[src/rtl/pwm_chan_map.svh]
// reset values, alignment codes and clock period of one pwm channel
// assumes inclusion by the channel's files only
`ifndef PWM_CHAN_MAP_SVH
`define PWM_CHAN_MAP_SVH
`define PWM_PERIOD_RESET 8'h00
`define PWM_DUTY_RESET   8'h00
`define PWM_CNT_RESET    8'h00
`define PWM_ALIGN_LEFT   1'b0
`define PWM_ALIGN_CENTER 1'b1
`define PWM_CLK_PERIOD_NS 50
`endif

[src/rtl/pwm_chan_pkg.sv]
// types shared by the pwm channel files
// assumes the map header for numeric constants
package pwm_chan_pkg;
  typedef enum logic [1:0] {
    CLK_A  = 2'b00,
    CLK_B  = 2'b01,
    CLK_SA = 2'b11,
    CLK_SB = 2'b10
  } clk_sel_t;
  typedef enum logic [1:0] {
    ST_IDLE = 2'b00,
    ST_UP   = 2'b01,
    ST_DOWN = 2'b11
  } cnt_state_t;
endpackage

[src/rtl/pwm_dbuf_reg.sv]
// one double-buffered 8-bit register: software buffer plus active latch
// assumes load pulses come from the channel logic, one clock domain
`timescale 1ns/100ps
`include "pwm_chan_map.svh"
module pwm_dbuf_reg #(
  parameter int W = 8,
  parameter logic [W-1:0] RST_VAL = '0
) (
  input  wire logic         clk,
  input  wire logic         rst,
  input  wire logic         wr,
  input  wire logic [W-1:0] wr_data,
  input  wire logic         enabled,
  input  wire logic         load,
  output logic      [W-1:0] buf_q,
  output logic      [W-1:0] act_q
);
  always_ff @(posedge clk) begin
    if (rst) begin
      buf_q <= RST_VAL;
    end else if (wr) begin
      buf_q <= wr_data;
    end
  end
  // disabled writes go straight through; enabled ones wait for a load point
  always_ff @(posedge clk) begin
    if (rst) begin
      act_q <= RST_VAL;
    end else if (wr && !enabled) begin
      act_q <= wr_data;
    end else if (load) begin
      act_q <= buf_q;
    end
  end
endmodule

[src/rtl/pwm_period_duty_channel.sv]
// period and duty logic of one pwm channel with double-buffered settings
// assumes prescaled clock enables A, B, SA, SB arrive as one-cycle pulses
`timescale 1ns/100ps
`include "pwm_chan_map.svh"
// What this block does
// RL1 - left aligned: output period is channel clock period times period value
// RL2 - center aligned: output period is channel clock period times twice period
// RL3 - one selected source of A, B, SA, SB clocks all counting
// RL4 - duty compared with counter; on equality the output changes state
// RL5 - enabled duty writes buffered, loaded at period end, counter write, disable
// RL6 - software counter write clears counter and loads buffered values
// RL7 - every period uses wholly the old or wholly the new duty
// RL8 - disabled duty write updates buffer and active latch together
// RL9 - duty read returns last software-written value
// RL10 - polarity 1: start high, go low at duty count
// RL11 - polarity 0: start low, go high at duty count
// RL12 - left counts up and wraps at period; center counts up then down
// RL13 - period double buffered, taking effect at period end, counter write or disable
module pwm_period_duty_channel
  import pwm_chan_pkg::*;
#(
  parameter int W = 8
) (
  // clock and reset
  input  wire logic                   I_CLK,
  input  wire logic                   I_RST,
  // prescaled clock enables
  input  wire logic                   I_CE_A,
  input  wire logic                   I_CE_B,
  input  wire logic                   I_CE_SA,
  input  wire logic                   I_CE_SB,
  // channel control
  input  wire logic                   I_ENABLE,
  input  wire pwm_chan_pkg::clk_sel_t I_CLK_SEL,
  input  wire logic                   I_CENTER_ALIGN_SELECT,
  input  wire logic                   I_OUTPUT_POLARITY_SELECT,
  // register writes
  input  wire logic                   I_PERIOD_WR,
  input  wire logic [W-1:0]           I_PERIOD_DATA,
  input  wire logic                   I_DUTY_WR,
  input  wire logic [W-1:0]           I_DUTY_DATA,
  input  wire logic                   I_COUNTER_WR,
  // register reads and state
  output logic      [W-1:0]           O_CHANNEL_PERIOD,
  output logic      [W-1:0]           O_CHANNEL_DUTY,
  output logic      [W-1:0]           O_COUNTER,
  output logic                        O_PWM
);
  import pwm_chan_pkg::*;

  logic         tick;
  logic         en_q;
  logic         boundary;
  logic         load;
  logic [W-1:0] per_buf;
  logic [W-1:0] per_act;
  logic [W-1:0] duty_buf;
  logic [W-1:0] duty_act;
  logic [W-1:0] cnt_q;
  cnt_state_t   state_q;
  logic         match;

  always_comb begin
    unique case (I_CLK_SEL)
      CLK_A:  tick = I_CE_A; // RL3
      CLK_B:  tick = I_CE_B;
      CLK_SA: tick = I_CE_SA;
      CLK_SB: tick = I_CE_SB;
    endcase
  end

  // end of the effective period: wrap in left mode, return to zero in center
  assign boundary = tick && I_ENABLE && (I_CENTER_ALIGN_SELECT
                    ? (state_q == ST_DOWN && cnt_q <= W'(1))
                    : (cnt_q + W'(1) >= per_act)); // RL1 RL2
  assign load = boundary || I_COUNTER_WR || (en_q && !I_ENABLE); // RL5 RL6 RL7
  assign match = (cnt_q == duty_act); // RL4

  always_ff @(posedge I_CLK) begin
    if (I_RST) begin
      en_q <= 1'b0;
    end else begin
      en_q <= I_ENABLE;
    end
  end

  pwm_dbuf_reg #(.W(W), .RST_VAL(W'(`PWM_DUTY_RESET))) u_duty (
    .clk     (I_CLK),
    .rst     (I_RST),
    .wr      (I_DUTY_WR),
    .wr_data (I_DUTY_DATA),
    .enabled (I_ENABLE),
    .load    (load),
    .buf_q   (duty_buf),
    .act_q   (duty_act)
  ); // RL5 RL8

  pwm_dbuf_reg #(.W(W), .RST_VAL(W'(`PWM_PERIOD_RESET))) u_per (
    .clk     (I_CLK),
    .rst     (I_RST),
    .wr      (I_PERIOD_WR),
    .wr_data (I_PERIOD_DATA),
    .enabled (I_ENABLE),
    .load    (load),
    .buf_q   (per_buf),
    .act_q   (per_act)
  ); // RL13

  // counter; a zero period parks it at zero
  always_ff @(posedge I_CLK) begin
    if (I_RST || I_COUNTER_WR || !I_ENABLE) begin
      cnt_q   <= W'(`PWM_CNT_RESET); // RL6
      state_q <= ST_IDLE;
    end else if (tick) begin
      unique case (state_q)
        ST_IDLE, ST_UP: begin
          if (!I_CENTER_ALIGN_SELECT) begin
            cnt_q   <= boundary ? '0 : cnt_q + W'(1); // RL12
            state_q <= ST_UP;
          end else if (cnt_q + W'(1) >= per_act) begin
            cnt_q   <= per_act;
            state_q <= ST_DOWN; // RL12
          end else begin
            cnt_q   <= cnt_q + W'(1);
            state_q <= ST_UP;
          end
        end
        ST_DOWN: begin
          cnt_q   <= (cnt_q == '0) ? '0 : cnt_q - W'(1);
          state_q <= boundary ? ST_UP : ST_DOWN;
        end
        default: begin
          cnt_q   <= '0;
          state_q <= ST_IDLE;
        end
      endcase
    end
  end

  // output level; forced to idle level of polarity while disabled
  always_ff @(posedge I_CLK) begin
    if (I_RST) begin
      O_PWM <= 1'b0;
    end else if (!I_ENABLE || I_COUNTER_WR) begin
      O_PWM <= I_OUTPUT_POLARITY_SELECT; // RL10 RL11
    end else if (match) begin
      // center mode returns to the start level on the way down, so the pulse stays symmetric
      O_PWM <= (I_CENTER_ALIGN_SELECT && state_q == ST_DOWN)
               ? I_OUTPUT_POLARITY_SELECT : !I_OUTPUT_POLARITY_SELECT; // RL4 RL10 RL11
    end else if (cnt_q == '0 && state_q != ST_DOWN) begin
      // restart level one cycle after the wrap, in step with the match lag
      O_PWM <= I_OUTPUT_POLARITY_SELECT;
    end
  end

  always_ff @(posedge I_CLK) begin
    if (I_RST) begin
      O_CHANNEL_PERIOD <= W'(`PWM_PERIOD_RESET);
      O_CHANNEL_DUTY   <= W'(`PWM_DUTY_RESET);
      O_COUNTER        <= W'(`PWM_CNT_RESET);
    end else begin
      O_CHANNEL_PERIOD <= per_buf;
      O_CHANNEL_DUTY   <= duty_buf; // RL9
      O_COUNTER        <= cnt_q;
    end
  end

  // assertions
  property p_dis_duty;
    @(posedge I_CLK) disable iff (I_RST)
      (I_DUTY_WR && !I_ENABLE) |=> (duty_act == $past(I_DUTY_DATA));
  endproperty
  a_dis_duty: assert property (p_dis_duty) else $error("disabled duty write not direct"); // RL8

  property p_hold_duty;
    @(posedge I_CLK) disable iff (I_RST)
      (!load && !(I_DUTY_WR && !I_ENABLE)) |=> $stable(duty_act);
  endproperty
  a_hold_duty: assert property (p_hold_duty) else $error("active duty changed mid period"); // RL5

  property p_readback;
    @(posedge I_CLK) disable iff (I_RST)
      I_DUTY_WR |=> ##1 (O_CHANNEL_DUTY == $past(I_DUTY_DATA, 2));
  endproperty
  a_readback: assert property (p_readback) else $error("duty readback wrong"); // RL9

  property p_cnt_clear;
    @(posedge I_CLK) disable iff (I_RST)
      I_COUNTER_WR |=> (cnt_q == '0);
  endproperty
  a_cnt_clear: assert property (p_cnt_clear) else $error("counter write did not clear"); // RL6

  property p_per_hold;
    @(posedge I_CLK) disable iff (I_RST)
      (I_ENABLE && en_q && !load) |=> $stable(per_act);
  endproperty
  a_per_hold: assert property (p_per_hold) else $error("period changed off boundary"); // RL13

  property p_match;
    @(posedge I_CLK) disable iff (I_RST)
      (I_ENABLE && !I_COUNTER_WR && match)
        |=> (O_PWM == ($past(I_CENTER_ALIGN_SELECT && state_q == ST_DOWN)
                       ? $past(I_OUTPUT_POLARITY_SELECT) : !$past(I_OUTPUT_POLARITY_SELECT)));
  endproperty
  a_match: assert property (p_match) else $error("no output change on match"); // RL4

  property p_left_wrap;
    @(posedge I_CLK) disable iff (I_RST)
      (I_ENABLE && !I_COUNTER_WR && !I_CENTER_ALIGN_SELECT && tick && boundary) |=> (cnt_q == '0);
  endproperty
  a_left_wrap: assert property (p_left_wrap) else $error("left counter did not wrap"); // RL12

  property p_center_bound;
    @(posedge I_CLK) disable iff (I_RST)
      (I_ENABLE && I_CENTER_ALIGN_SELECT && state_q != ST_IDLE) |-> (cnt_q <= per_act || load);
  endproperty
  a_center_bound: assert property (p_center_bound) else $error("center counter beyond period"); // RL2

  property p_disabled_level;
    @(posedge I_CLK) disable iff (I_RST)
      !I_ENABLE |=> (O_PWM == $past(I_OUTPUT_POLARITY_SELECT));
  endproperty
  a_disabled_level: assert property (p_disabled_level) else $error("idle level wrong"); // RL10
endmodule

[config.mk]
export PLATFORM = sky130hd
export DESIGN_NAME = pwm_period_duty_channel
export DESIGN_NICKNAME = d
export VERILOG_FILES = /design/src/rtl/pwm_chan_pkg.sv /design/src/rtl/pwm_dbuf_reg.sv /design/src/rtl/pwm_period_duty_channel.sv
export VERILOG_INCLUDE_DIRS = /design/src /design/src/rtl
export SDC_FILE = /design/constraint.sdc
export NUM_CORES = 1
export LEC_CHECK = 0
export BUFFER_PORTS_ARGS = -buffer_cell sky130_fd_sc_hd__buf_4
export CAP_MARGIN = 20
export CORE_ASPECT_RATIO = 0.8
export CORE_MARGIN = 10
export CORE_UTILIZATION = 55
export DETAILED_ROUTE_END_ITERATION = 8
export HOLD_SLACK_MARGIN = 0.03
export PLACE_DENSITY_LB_ADDON = 0.15
export SLEW_MARGIN = 0
export SYNTH_ARGS = -nofsm -noshare
export SYNTH_HDL_FRONTEND = slang
export SYNTH_HIERARCHICAL = 1
export SYNTH_SLANG_ARGS = --single-unit
[constraint.sdc]
create_clock -name I_CLK -period 6.95 [get_ports I_CLK]
set_input_delay 1.39 -clock I_CLK [delete_from_list [all_inputs] [get_ports I_CLK]]
set_output_delay 1.39 -clock I_CLK [all_outputs]
set_load 0.03 [all_outputs]
==> results of run 1 <==
[layout make-up]
cell class	instances	area [um2]	share of cell area (%)
clock buffer	10	127.6	3.106
clock inverter	6	65.06	1.583
inverter	15	56.30	1.370
multi-input combinational	278	1988	48.39
sequential	68	1361	33.13
tap	84	105.1	2.558
timing repair buffer	54	405.4	9.866
[metal layers]
layer | part of all wire (%) | GRT usage (%)
met5 | 0 | 0
met4 | 1.0 | 5.021
met3 | 9.4 | 7.413
met2 | 43 | 24.90
met1 | 46 | 23.92
[flip-flops by register name, indices dropped and copies added (netlist names)]
register / count
u_duty/buf_q: 8
O_CHANNEL_PERIOD: 8
cnt_q: 8
u_per/buf_q: 8
state_q: 2
u_per/act_q: 8
O_COUNTER: 8
en_q: 1
O_CHANNEL_DUTY: 8
u_duty/act_q: 8
O_PWM: 1
[cells in the final DEF (no fill, tap or decap), types with 7 or more instances in the layout]
cell,count
or3_1,7
dfxtp_1,68
a21oi_1,9
buf_4,54
nor2_1,33
xor2_1,12
clkbuf_8,9
inv_1,15
nor3b_1,13
mux2i_1,37
o21ai_0,19
a31oi_1,8
nor3_1,7
a211oi_1,16
nand2_1,14
nor2b_1,23
nand3_1,12
ha_1,11
[per-stage QoR]
stage | std cells | hold WS (ns) | area, um2 | power [mW]
after CTS | 515 | 0.4854 | 4109 | 0.8945
after detailed placement | 499 | 0.4742 | 3916 | 0.5756
final | 515 | 0.4858 | 4109 | 0.8874
after global placement | 499 | 0.4720 | 3916 | 0.5738
after global routing | 515 | 0.5028 | 4109 | 0.9286
after floorplan | 391 | 0.4592 | 3586 | 0.5325
[worst paths after layout]
kind | slack [ns] | endpoint | start | cells past startpoint
worst min-delay path | 0.49 | O_CHANNEL_DUTY[2] | u_duty/buf_q[2] | 1
worst max-delay path | 2.96 | u_per/act_q[2] | cnt_q[2] | 11
worst max register to register | 2.96 | u_per/act_q[2] | cnt_q[2] | 11
worst min register to register | 0.49 | O_CHANNEL_DUTY[2] | u_duty/buf_q[2] | 1
[power breakdown]
group          internal [mW]  switching, mW  total [mW]
clock network          0.166          0.154       0.319
registers              0.408         0.0143       0.422
logic                 0.0616         0.0843       0.146
total                  0.635          0.252       0.887
[critical path: stages, from the launching register on]
cell	delay (ns)
dfxtp_1	0.67
and3_1	0.28
and3_1	0.18
xor2_1	0.25
ha_1	0.32
and2_1	0.19
a221oi_1	0.46
nand2_1	0.14
o21a_2	0.23
a211o_1	0.63
mux2i_1	0.25
a211oi_1	0.29
[cell families (layout without fill, tap and decap cells)]
family / count (synthesis) / count (layout) / synth area share, %
compound gates: 78 / 78 / 15.25
mux: 39 / 39 / 11.27
simple gates: 137 / 137 / 21.91
buf+inv: 45 / 85 / 6.594
xor+xnor: 13 / 13 / 3.175
flops: 68 / 68 / 37.96
fa+ha+maj: 11 / 11 / 3.838
==> reports/results.env, run 1 <==
MAX_FREQ_MHz=250.6
FIRST_GLOBAL_VIAS=2882
DP_HPWL_UM=6423
CTS-BUFFERS-INSERTED=9
SYNTH-SEQ-AREA-SHARE_PCT=37.96
DR_TOTAL_VIAS=2970
WORST_SETUP_PATH_START_KIND='register'
SYNTHESIS.NETS=432
SYN_AREA_PER_CELL_UM2=9.171
WIRELENGTH_UM=8868
RUN_STATUS='finished clean'
CTS_RESIZED=0
DIE_HEIGHT_UM=92.22
WORST_EP_REQUIRED_TIME_NS=7.20
FINAL_MIN_PERIOD_OVER_CLOCK_PERIOD_PCT=57.41
FIRSTDRTPASSITERS=5
SYNTH_COMMONEST_CELLS='dfxtp_1 (68), mux2i_1 (37), nor2_1 (33)'
NUM_ANTENNA_CELLS=0
POWERDENSITY_nW_PER_UM2=216.0
NETLIST-CELL-TYPE-COUNT=52
SYNTH_TOP_CELL_AREA_SHARE_PCT=37.96
WORST_SLACK_NS=2.960
ANT_NETS=0
GRT_SETUP_UNREPAIRED='no'
CTS-HTREE-LEVELS=3
SYN_AREA_UM2=3586
CRITICAL_PATH.ENDPOINT_TYPE='register'
DIE_W_UM=110.3
POWER.LEAKAGE_nW=1.803
SYNTH-ASYNC-RESET-RATIO_PCT=0
CTS_MAX_PATH_BUFFERS=2
WORSTMARGINPINSLEW_NS=0.9310
CTS_ROOT_BUFFER='clkbuf_8'
INITIAL_ANTENNA_VIOLATION_COUNT=0
GRT_START_MAX_NET_PINS=61
MAX_SLEW_HEADROOM_PCT=37.93
CLKLATENCYLATEPIN_NS=0.35
DRIVE_ABOVE_1_SHARE_PCT=20.65
ARRIVAL_NS=4.24
FINALMAXSLEWVIOLATIONS=0
DIEAREA_UM2=10170
SYNTH-MAIN-FF-CELL='dfxtp_1'
REMAINING_DRC_ERRORS=0
FIN_NETS=467
CTS.REPAIR_TIMING.SETUP_BUFFER_COUNT=0
TOTALNEGATIVESETUPSLACK_NS=0
DRT_FIRST_ITER_VIOLATIONS=178
CTS.SINKS=68
PLACEMENT.IO_BUFFERS=54
SYN_TO_FINAL_GROWTH_PCT=14.58
GRT_PASS1_WL_UM=14480
POST_DRT_VIA_CELL_RATIO=5.767
SYNTH-EDFF-COUNT=0
SYN-INSTANCE-COUNT=391
GR-TOTAL-OVERFLOW=0
CLOCK_SKEW_NS=0.006654
YOSYSWARNINGS=6
DP_WORST_SETUP_SLACK_NS=3.043
CTS_HOLD_REPAIR.BUFFERS=0
AVGROUTEDWIREPERCELL_UM=17.22
GLOBAL_ROUTE.USAGE.TOTAL_PCT=17.66
FINAL.MIN_CLOCK_PERIOD_NS=3.990
BOUNDARY_PINS=55
MIN-DELAY-PATH-CLASS='reg -> reg'
CTS_TREE='yes'
WORST_IR_DROP_VDD_uV=186.5
CAP_VIOL_MAX_COUNT=0
GP_CONGESTION=0.9624
CRIT_TYPE='reg -> reg'
PLACEMENT_ROWS=26
SYNTH.FF_LATCH_COUNT=68
SETUP_VIOLATIONS=0
SYNTH_LARGEST_AREA_CELL='dfxtp_1'
FILLCELLCOUNT=523
CRIT_PATH_MAX_FANOUT=16
NETLIST_TOP_CELLS_AREA='dfxtp_1 (38%), mux2i_1 (10%), nor2b_1 (4.0%), ha_1 (3.8%), nor2_1 (3.5%)'
TIMING_HOLD_VIOLATIONS_FINAL=0
SYNTHMOSTINSTANTIATEDCELL='dfxtp_1'
START_UTIL_PCT=56.53
FINAL_CORE_UTIL_PCT=64.77
PLACEABLECOREAREA_UM2=6344
CTS.CLK_SLEW.WORST_PATHS_NS=0.08
Note: power is estimated with default switching activity, not from simulation.
==> run 2, diff against run 1 <==
--- a/config.mk
+++ b/config.mk
@@ -10,7 +10,7 @@
 export CAP_MARGIN = 20
 export CORE_ASPECT_RATIO = 0.8
 export CORE_MARGIN = 10
-export CORE_UTILIZATION = 55
+export CORE_UTILIZATION = 51
 export DETAILED_ROUTE_END_ITERATION = 8
 export HOLD_SLACK_MARGIN = 0.03
 export PLACE_DENSITY_LB_ADDON = 0.15
==> constraint.sdc (replaced) <==
create_clock -name I_CLK -period 3.29 [get_ports I_CLK]
set_input_delay 0.658 -clock I_CLK [delete_from_list [all_inputs] [get_ports I_CLK]]
set_output_delay 0.658 -clock I_CLK [all_outputs]
set_load 0.03 [all_outputs]
==> reports/results.env, run 2 (synthesis gave the netlist of run 1 again) <==
SETUP_VIOLATIONS=0  # unchanged
FIRST_GLOBAL_VIAS=3003  # +4.2%
CLOCK_SKEW_NS=0.01035  # +0.003693 ns
CTS-HTREE-LEVELS=3  # unchanged
CRIT_PATH_MAX_FANOUT=8  # -8
CRIT_TYPE='reg -> reg'
INITIAL_ANTENNA_VIOLATION_COUNT=0  # unchanged
DP_HPWL_UM=6787  # +5.7%
GRT_START_MAX_NET_PINS=61  # unchanged
FINAL.MIN_CLOCK_PERIOD_NS=3.019  # -0.9709 ns
AVGROUTEDWIREPERCELL_UM=17.49  # +1.6%
CRITICAL_PATH.ENDPOINT_TYPE='register'
CTS.SINKS=68  # unchanged
POWERDENSITY_nW_PER_UM2=429.0  # +99%
TOP_DELAY_FAMILY_ON_CRIT_PATH='compound AO/OA/AOI/OAI gates'
DIE_W_UM=113.8  # +3.2%
WORST_SETUP_PATH_START_KIND='register'
CTS_TREE='yes'
GR-TOTAL-OVERFLOW=0  # unchanged
RUN_STATUS='finished clean'
GRT_PASS1_WL_UM=15150  # +4.6%
GP_CONGESTION=0.9330  # -3.1%
SYN_TO_FINAL_GROWTH_PCT=17.55
CRIT_BUF_INV=1  # +1
FIN_NETS=483  # +3.4%
POST_DRT_VIA_CELL_RATIO=5.715  # -0.90%
FINAL_CORE_UTIL_PCT=61.47  # -3.3 points
DETAILED_PLACE.AREA_UM2=4040  # +3.2%
MAX_SLEW_HEADROOM_PCT=58.59  # +21 points
ARRIVAL_NS=3.27  # -0.97 ns
CLKLATENCYLATEPIN_NS=0.34  # about the same
START_UTIL_PCT=52.29  # -4.2 points
GLOBAL_ROUTE.USAGE.TOTAL_PCT=17.23  # -0.43 points
DRIVE_ABOVE_1_SHARE_PCT=23.99  # +3.3 points
WORST_IR_DROP_VDD_uV=275.1  # +47%
MIN-DELAY-PATH-CLASS='reg -> reg'
BOUNDARY_PINS=55  # unchanged
CELL_AREA_AFTER_LAYOUT_UM2=4215  # +2.6%
NUM_ANTENNA_CELLS=0  # unchanged
FINALMAXSLEWVIOLATIONS=0  # unchanged
CTS.CLK_SLEW.WORST_PATHS_NS=0.07  # about the same
FIRSTDRTPASSITERS=4  # -1
DIE_HEIGHT_UM=95  # +3.0%
MOSTFREQUENTLAYOUTCELL='buf_4'
CTS-BUFFERS-INSERTED=9  # unchanged
PLACEMENT.IO_BUFFERS=54  # unchanged
CAP_VIOL_MAX_COUNT=0  # unchanged
FINAL_MIN_PERIOD_OVER_CLOCK_PERIOD_PCT=91.76  # +34 points
REMAINING_DRC_ERRORS=0  # unchanged
POWER.LEAKAGE_nW=1.868  # +3.6%
ANT_NETS=0  # unchanged
TOTALNEGATIVESETUPSLACK_NS=0  # unchanged
SLOWEST_STAGE='dfxtp_1'
DIEAREA_UM2=10810  # +6.3%
WORSTMARGINPINSLEW_NS=0.6212  # -0.3098 ns
GRT_SETUP_UNREPAIRED='no'
DRT_FIRST_ITER_VIOLATIONS=161  # -9.6%
TIMING_HOLD_VIOLATIONS_FINAL=0  # unchanged
PLACEMENT_ROWS=27  # +3.8%
PLACEABLECOREAREA_UM2=6858  # +8.1%
CTS_ROOT_BUFFER='clkbuf_8'
CRIT_CHAIN='and3_1 -> and3_1 -> xor2_1 -> ha_1 -> and2_1 -> a221oi_2 -> nand2_1 -> o21a_2 -> a211o_1 -> buf_4 -> mux2i_1 -> a211oi_1'
CTS_HOLD_REPAIR.BUFFERS=0  # unchanged
MAX_FREQ_MHz=331.2  # +32%
MAX_STAGE_DELAY_NS=0.41  # -0.26 ns
CELL_WITH_THE_MOST_INSTANCES_ON_THE_WORST_PATH='and3_1'
FINAL_CELL_MIX='buf_4 (70), dfxtp_1 (67), mux2i_1 (37), nor2_1 (33), nor2b_1 (23)'
WORST_EP_REQUIRED_TIME_NS=3.54  # -3.66 ns
CTS_MAX_PATH_BUFFERS=2  # unchanged
DR_TOTAL_VIAS=3046  # +2.6%
WIRELENGTH_UM=9322  # +5.1%
[run 2: final cells by class]
class / instances / area [um2]
Fill cell: 641 / 2643
Multi-Input combinational cell: 278 / 1994
Sequential cell: 68 / 1365
Timing Repair Buffer: 70 / 525.5
Clock buffer: 9 / 123.9
Tap cell: 87 / 108.9
Inverter: 15 / 56.30
Clock inverter: 6 / 41.29
[run 2: worst reg2reg max path: cells and delay by family (launching register included)]
family / cells / cell delay (ns)
compound gates: 4 / 1.02
simple gates: 4 / 0.64
flops: 1 / 0.41
fa+ha+maj: 1 / 0.31
xor+xnor: 1 / 0.23
buf+inv: 1 / 0.19
mux: 1 / 0.14
[run 2: what timing repair did]
| action | in CTS | in global routing |
|---|---|---|
| setup buffers | 0 | 0 |
| gates resized for setup | 0 | 3 |
| endpoints found under the setup margin | 0 | 16 |
[run 2: metal layers]
layer	up-vias	wire length (um)	track usage [%]
met1	1440	4448	23.24
met3	11	624	5.323
met5	-	0	0
met2	100	4136	25.95
li1	1495	-	-
met4	0	114	4.852
[run 2: final timing paths]
path | from | endpoint | slack, ns | cells past startpoint
worst min register to register | u_duty/buf_q[3] | O_CHANNEL_DUTY[3] | 0.48 | 1
worst max-delay path | cnt_q[0] | u_duty/act_q[3] | 0.27 | 12
worst min-delay path | u_duty/buf_q[3] | O_CHANNEL_DUTY[3] | 0.48 | 1
worst max register to register | cnt_q[0] | u_duty/act_q[3] | 0.27 | 12
[run 2: stage by stage]
stage          setup slack, ns  power (mW)  hold slack, ns  cells
2_1_floorplan           0.1710       1.125          0.4592    391
3_3_place_gp            0.2325       1.231          0.4730    518
3_5_place_dp            0.1078       1.236          0.4740    518
4_1_cts                0.06075       1.827          0.4869    533
5_1_grt                0.03518       1.895          0.4967    533
6_report                0.2710       1.809          0.4835    533
[run 2: power by group]
| group | total (mW) | switching, mW | leakage [nW] | internal, mW |
|---|---|---|---|---|
| Combinational | 0.334 | 0.190 | 1.23 | 0.144 |
| Clock | 0.586 | 0.317 | 0.0775 | 0.268 |
| Sequential | 0.889 | 0.0279 | 0.558 | 0.861 |
==> run 3, diff against run 2 <==
--- a/config.mk
+++ b/config.mk
@@ -10,7 +10,7 @@
 export CAP_MARGIN = 20
 export CORE_ASPECT_RATIO = 0.8
 export CORE_MARGIN = 10
-export CORE_UTILIZATION = 51
+export CORE_UTILIZATION = 55
 export DETAILED_ROUTE_END_ITERATION = 8
 export HOLD_SLACK_MARGIN = 0.03
 export PLACE_DENSITY_LB_ADDON = 0.15
==> constraint.sdc (replaced) <==
create_clock -name I_CLK -period 3.3 [get_ports I_CLK]
set_input_delay 0.66 -clock I_CLK [delete_from_list [all_inputs] [get_ports I_CLK]]
set_output_delay 0.66 -clock I_CLK [all_outputs]
set_load 0.03 [all_outputs]
==> reports/results.env, run 3 (synthesis gave the netlist of run 1 again) <==
CLOCK_SKEW_NS=0.009686  # -0.0006603 ns
WORST_EP_REQUIRED_TIME_NS=3.56  # +0.02 ns
GLOBAL_ROUTE.USAGE.TOTAL_PCT=18.95  # +1.7 points
PLACEMENT_ROWS=26  # -3.7%
WORST_SETUP_PATH_START_KIND='register'
CTS-HTREE-LEVELS=3  # unchanged
SETUP.WORST_PATH.START='cnt_q[1]'
WIRELENGTH_UM=9582  # +2.8%
POWERDENSITY_nW_PER_UM2=456.1  # +6.3%
CRIT_TYPE='reg -> reg'
FINALMAXSLEWVIOLATIONS=0  # unchanged
GR-TOTAL-OVERFLOW=0  # unchanged
CRIT_CHAIN='and3_1 -> and3_1 -> xor2_2 -> ha_1 -> and2_1 -> a221oi_2 -> nand2_1 -> o21a_2 -> a211o_1 -> buf_4 -> mux2i_1 -> a211oi_1'
FIRST_GLOBAL_VIAS=2896  # -3.6%
ARRIVAL_NS=3.41  # +0.14 ns
CRITICAL_PATH.ENDPOINT_TYPE='register'
CELL_AREA_AFTER_LAYOUT_UM2=4243  # +0.65%
WORST_IR_DROP_VDD_uV=401.9  # +46%
CTS_TREE='yes'
CTS.REPAIR_TIMING.SETUP_BUFFER_COUNT=0  # unchanged
WORST_HOLD_STARTPOINT='u_duty/buf_q[3]'
R2R-START='cnt_q[1]'
FINAL_CELL_MIX='dfxtp_1 (66), buf_4 (66), mux2i_1 (37), nor2_1 (33), nor2b_1 (23)'
CTS_MAX_PATH_BUFFERS=2  # unchanged
NUM_ANTENNA_CELLS=0  # unchanged
RUN_STATUS='finished clean'
DIEAREA_UM2=10170  # -5.9%
DRT_FIRST_ITER_VIOLATIONS=243  # +51%
PLACEABLECOREAREA_UM2=6344  # -7.5%
PLACEMENT.IO_BUFFERS=54  # unchanged
MAX_SLEW_HEADROOM_PCT=58.40  # -0.19 points
SLOWEST_STAGE='dfxtp_2'
CTS-BUFFERS-INSERTED=9  # unchanged
FIRSTDRTPASSITERS=6  # +2
MAX_FREQ_MHz=317.4  # -4.2%
CTS.CLK_SLEW.WORST_PATHS_NS=0.08  # about the same
DP_HPWL_UM=6803  # +0.23%
CRIT_PATH_MAX_FANOUT=12  # +4
CLKLATENCYLATEPIN_NS=0.35  # about the same
CTS_ROOT_BUFFER='clkbuf_8'
DIE_W_UM=110.3  # -3.1%
DP_WORST_SETUP_SLACK_NS=-0.007849  # -0.1157 ns
REMAINING_DRC_ERRORS=0  # unchanged
SETUP_VIOLATIONS=0  # unchanged
CTS.SINKS=68  # unchanged
CAP_VIOL_MAX_COUNT=0  # unchanged
CELL_WITH_THE_MOST_INSTANCES_ON_THE_WORST_PATH='and3_1'
FINAL_MIN_PERIOD_OVER_CLOCK_PERIOD_PCT=95.46  # +3.7 points
POWER.LEAKAGE_nW=1.870  # +0.13%
FIN_NETS=479  # -0.83%
DETAILED_PLACE.AREA_UM2=4006  # -0.84%
MAX_STAGE_DELAY_NS=0.41  # about the same
TIMING_HOLD_VIOLATIONS_FINAL=0  # unchanged
GP_CONGESTION=0.9247  # -0.89%
ANT_NETS=0  # unchanged
START_UTIL_PCT=56.53  # +4.2 points
WORSTMARGINPINSLEW_NS=0.6175  # -0.003678 ns
FILLCELLCOUNT=560  # -13%
WORST_SLACK_NS=0.1498  # -0.1212 ns
FINAL.MIN_CLOCK_PERIOD_NS=3.150  # +0.1312 ns
LAYOUT.AREA.SEQ_UM2=1364  # about the same
CTS_HOLD_REPAIR.BUFFERS=0  # unchanged
DR_TOTAL_VIAS=3057  # +0.36%
INITIAL_ANTENNA_VIOLATION_COUNT=0  # unchanged
MULTIINPUTGATEAREA_UM2=2012  # +0.88%
GRT_PASS1_WL_UM=15180  # +0.23%
SYN_TO_FINAL_GROWTH_PCT=18.32
AVGROUTEDWIREPERCELL_UM=18.18  # +4.0%
POST_DRT_VIA_CELL_RATIO=5.801  # +1.5%
DRIVE_ABOVE_1_SHARE_PCT=24.38  # +0.39 points
GRT_START_MAX_NET_PINS=61  # unchanged
DIE_HEIGHT_UM=92.22  # -2.9%
BOUNDARY_PINS=55  # unchanged
MIN-DELAY-PATH-CLASS='reg -> reg'
[run 3: area by class of cell]
| type | count | area share, % |
|---|---|---|
| clock buffers | 11 | 3.568 |
| clock inverters | 5 | 1.386 |
| inverters | 15 | 1.327 |
| multi-input cells | 278 | 47.42 |
| flip-flops and latches | 68 | 32.14 |
| well taps | 84 | 2.477 |
| repair buffers | 66 | 11.68 |
[run 3: power breakdown]
group | total, mW | internal, mW | switching [mW]
combinational | 0.331 | 0.139 | 0.192
sequential | 0.886 | 0.859 | 0.0273
clock | 0.718 | 0.391 | 0.327
[run 3: repair_timing]
action,4_1_cts,5_1_grt
endpoints found under the hold margin,0,0
endpoints found under the setup margin,7,16
gates resized for setup,2,5
gates cloned,0,0
[run 3: stage by stage]
step	instances	hold slack (ns)	TNS, ns	total power, mW	utilization, %
CTS	527	0.4858	0	1.940	66.53
global placement	511	0.4719	0	1.220	63.16
detailed placement	511	0.4738	-0.01176	1.227	63.16
global route	527	0.5076	-0.01329	2.019	66.88
floorplan	391	0.4592	0	1.121	-
finish	527	0.4859	0	1.935	66.88
[run 3: path summary, 6_finish.rpt]
check                 endpoint  slack [ns]  cells past startpoint
max             u_per/act_q[1]        0.15                     12
min reg2reg  O_CHANNEL_DUTY[3]        0.49                      1
min          O_CHANNEL_DUTY[3]        0.49                      1
max reg2reg     u_per/act_q[1]        0.15                     12
[run 3: worst max-delay path, delay by kind of cell, from the launching register on]
| kind | cells | cell delay (ns) |
|---|---|---|
| AOI/OAI and AO/OA | 4 | 1.06 |
| xor gates and xnor gates | 1 | 0.21 |
| buffers and inverters | 1 | 0.21 |
| DFF | 1 | 0.41 |
| muxes | 1 | 0.16 |
| adders and majority gates | 1 | 0.31 |
| and+or+nand+nor | 4 | 0.69 |
[run 3: routing by layer]
| layer | wire, um | vias to the layer above | GRT usage [%] |
|---|---|---|---|
| li1 | - | 1489 | - |
| met1 | 4264 | 1420 | 26.05 |
| met2 | 4229 | 134 | 27.55 |
| met3 | 959 | 14 | 6.364 |
| met4 | 128 | 0 | 4.915 |
| met5 | 0 | - | 0 |
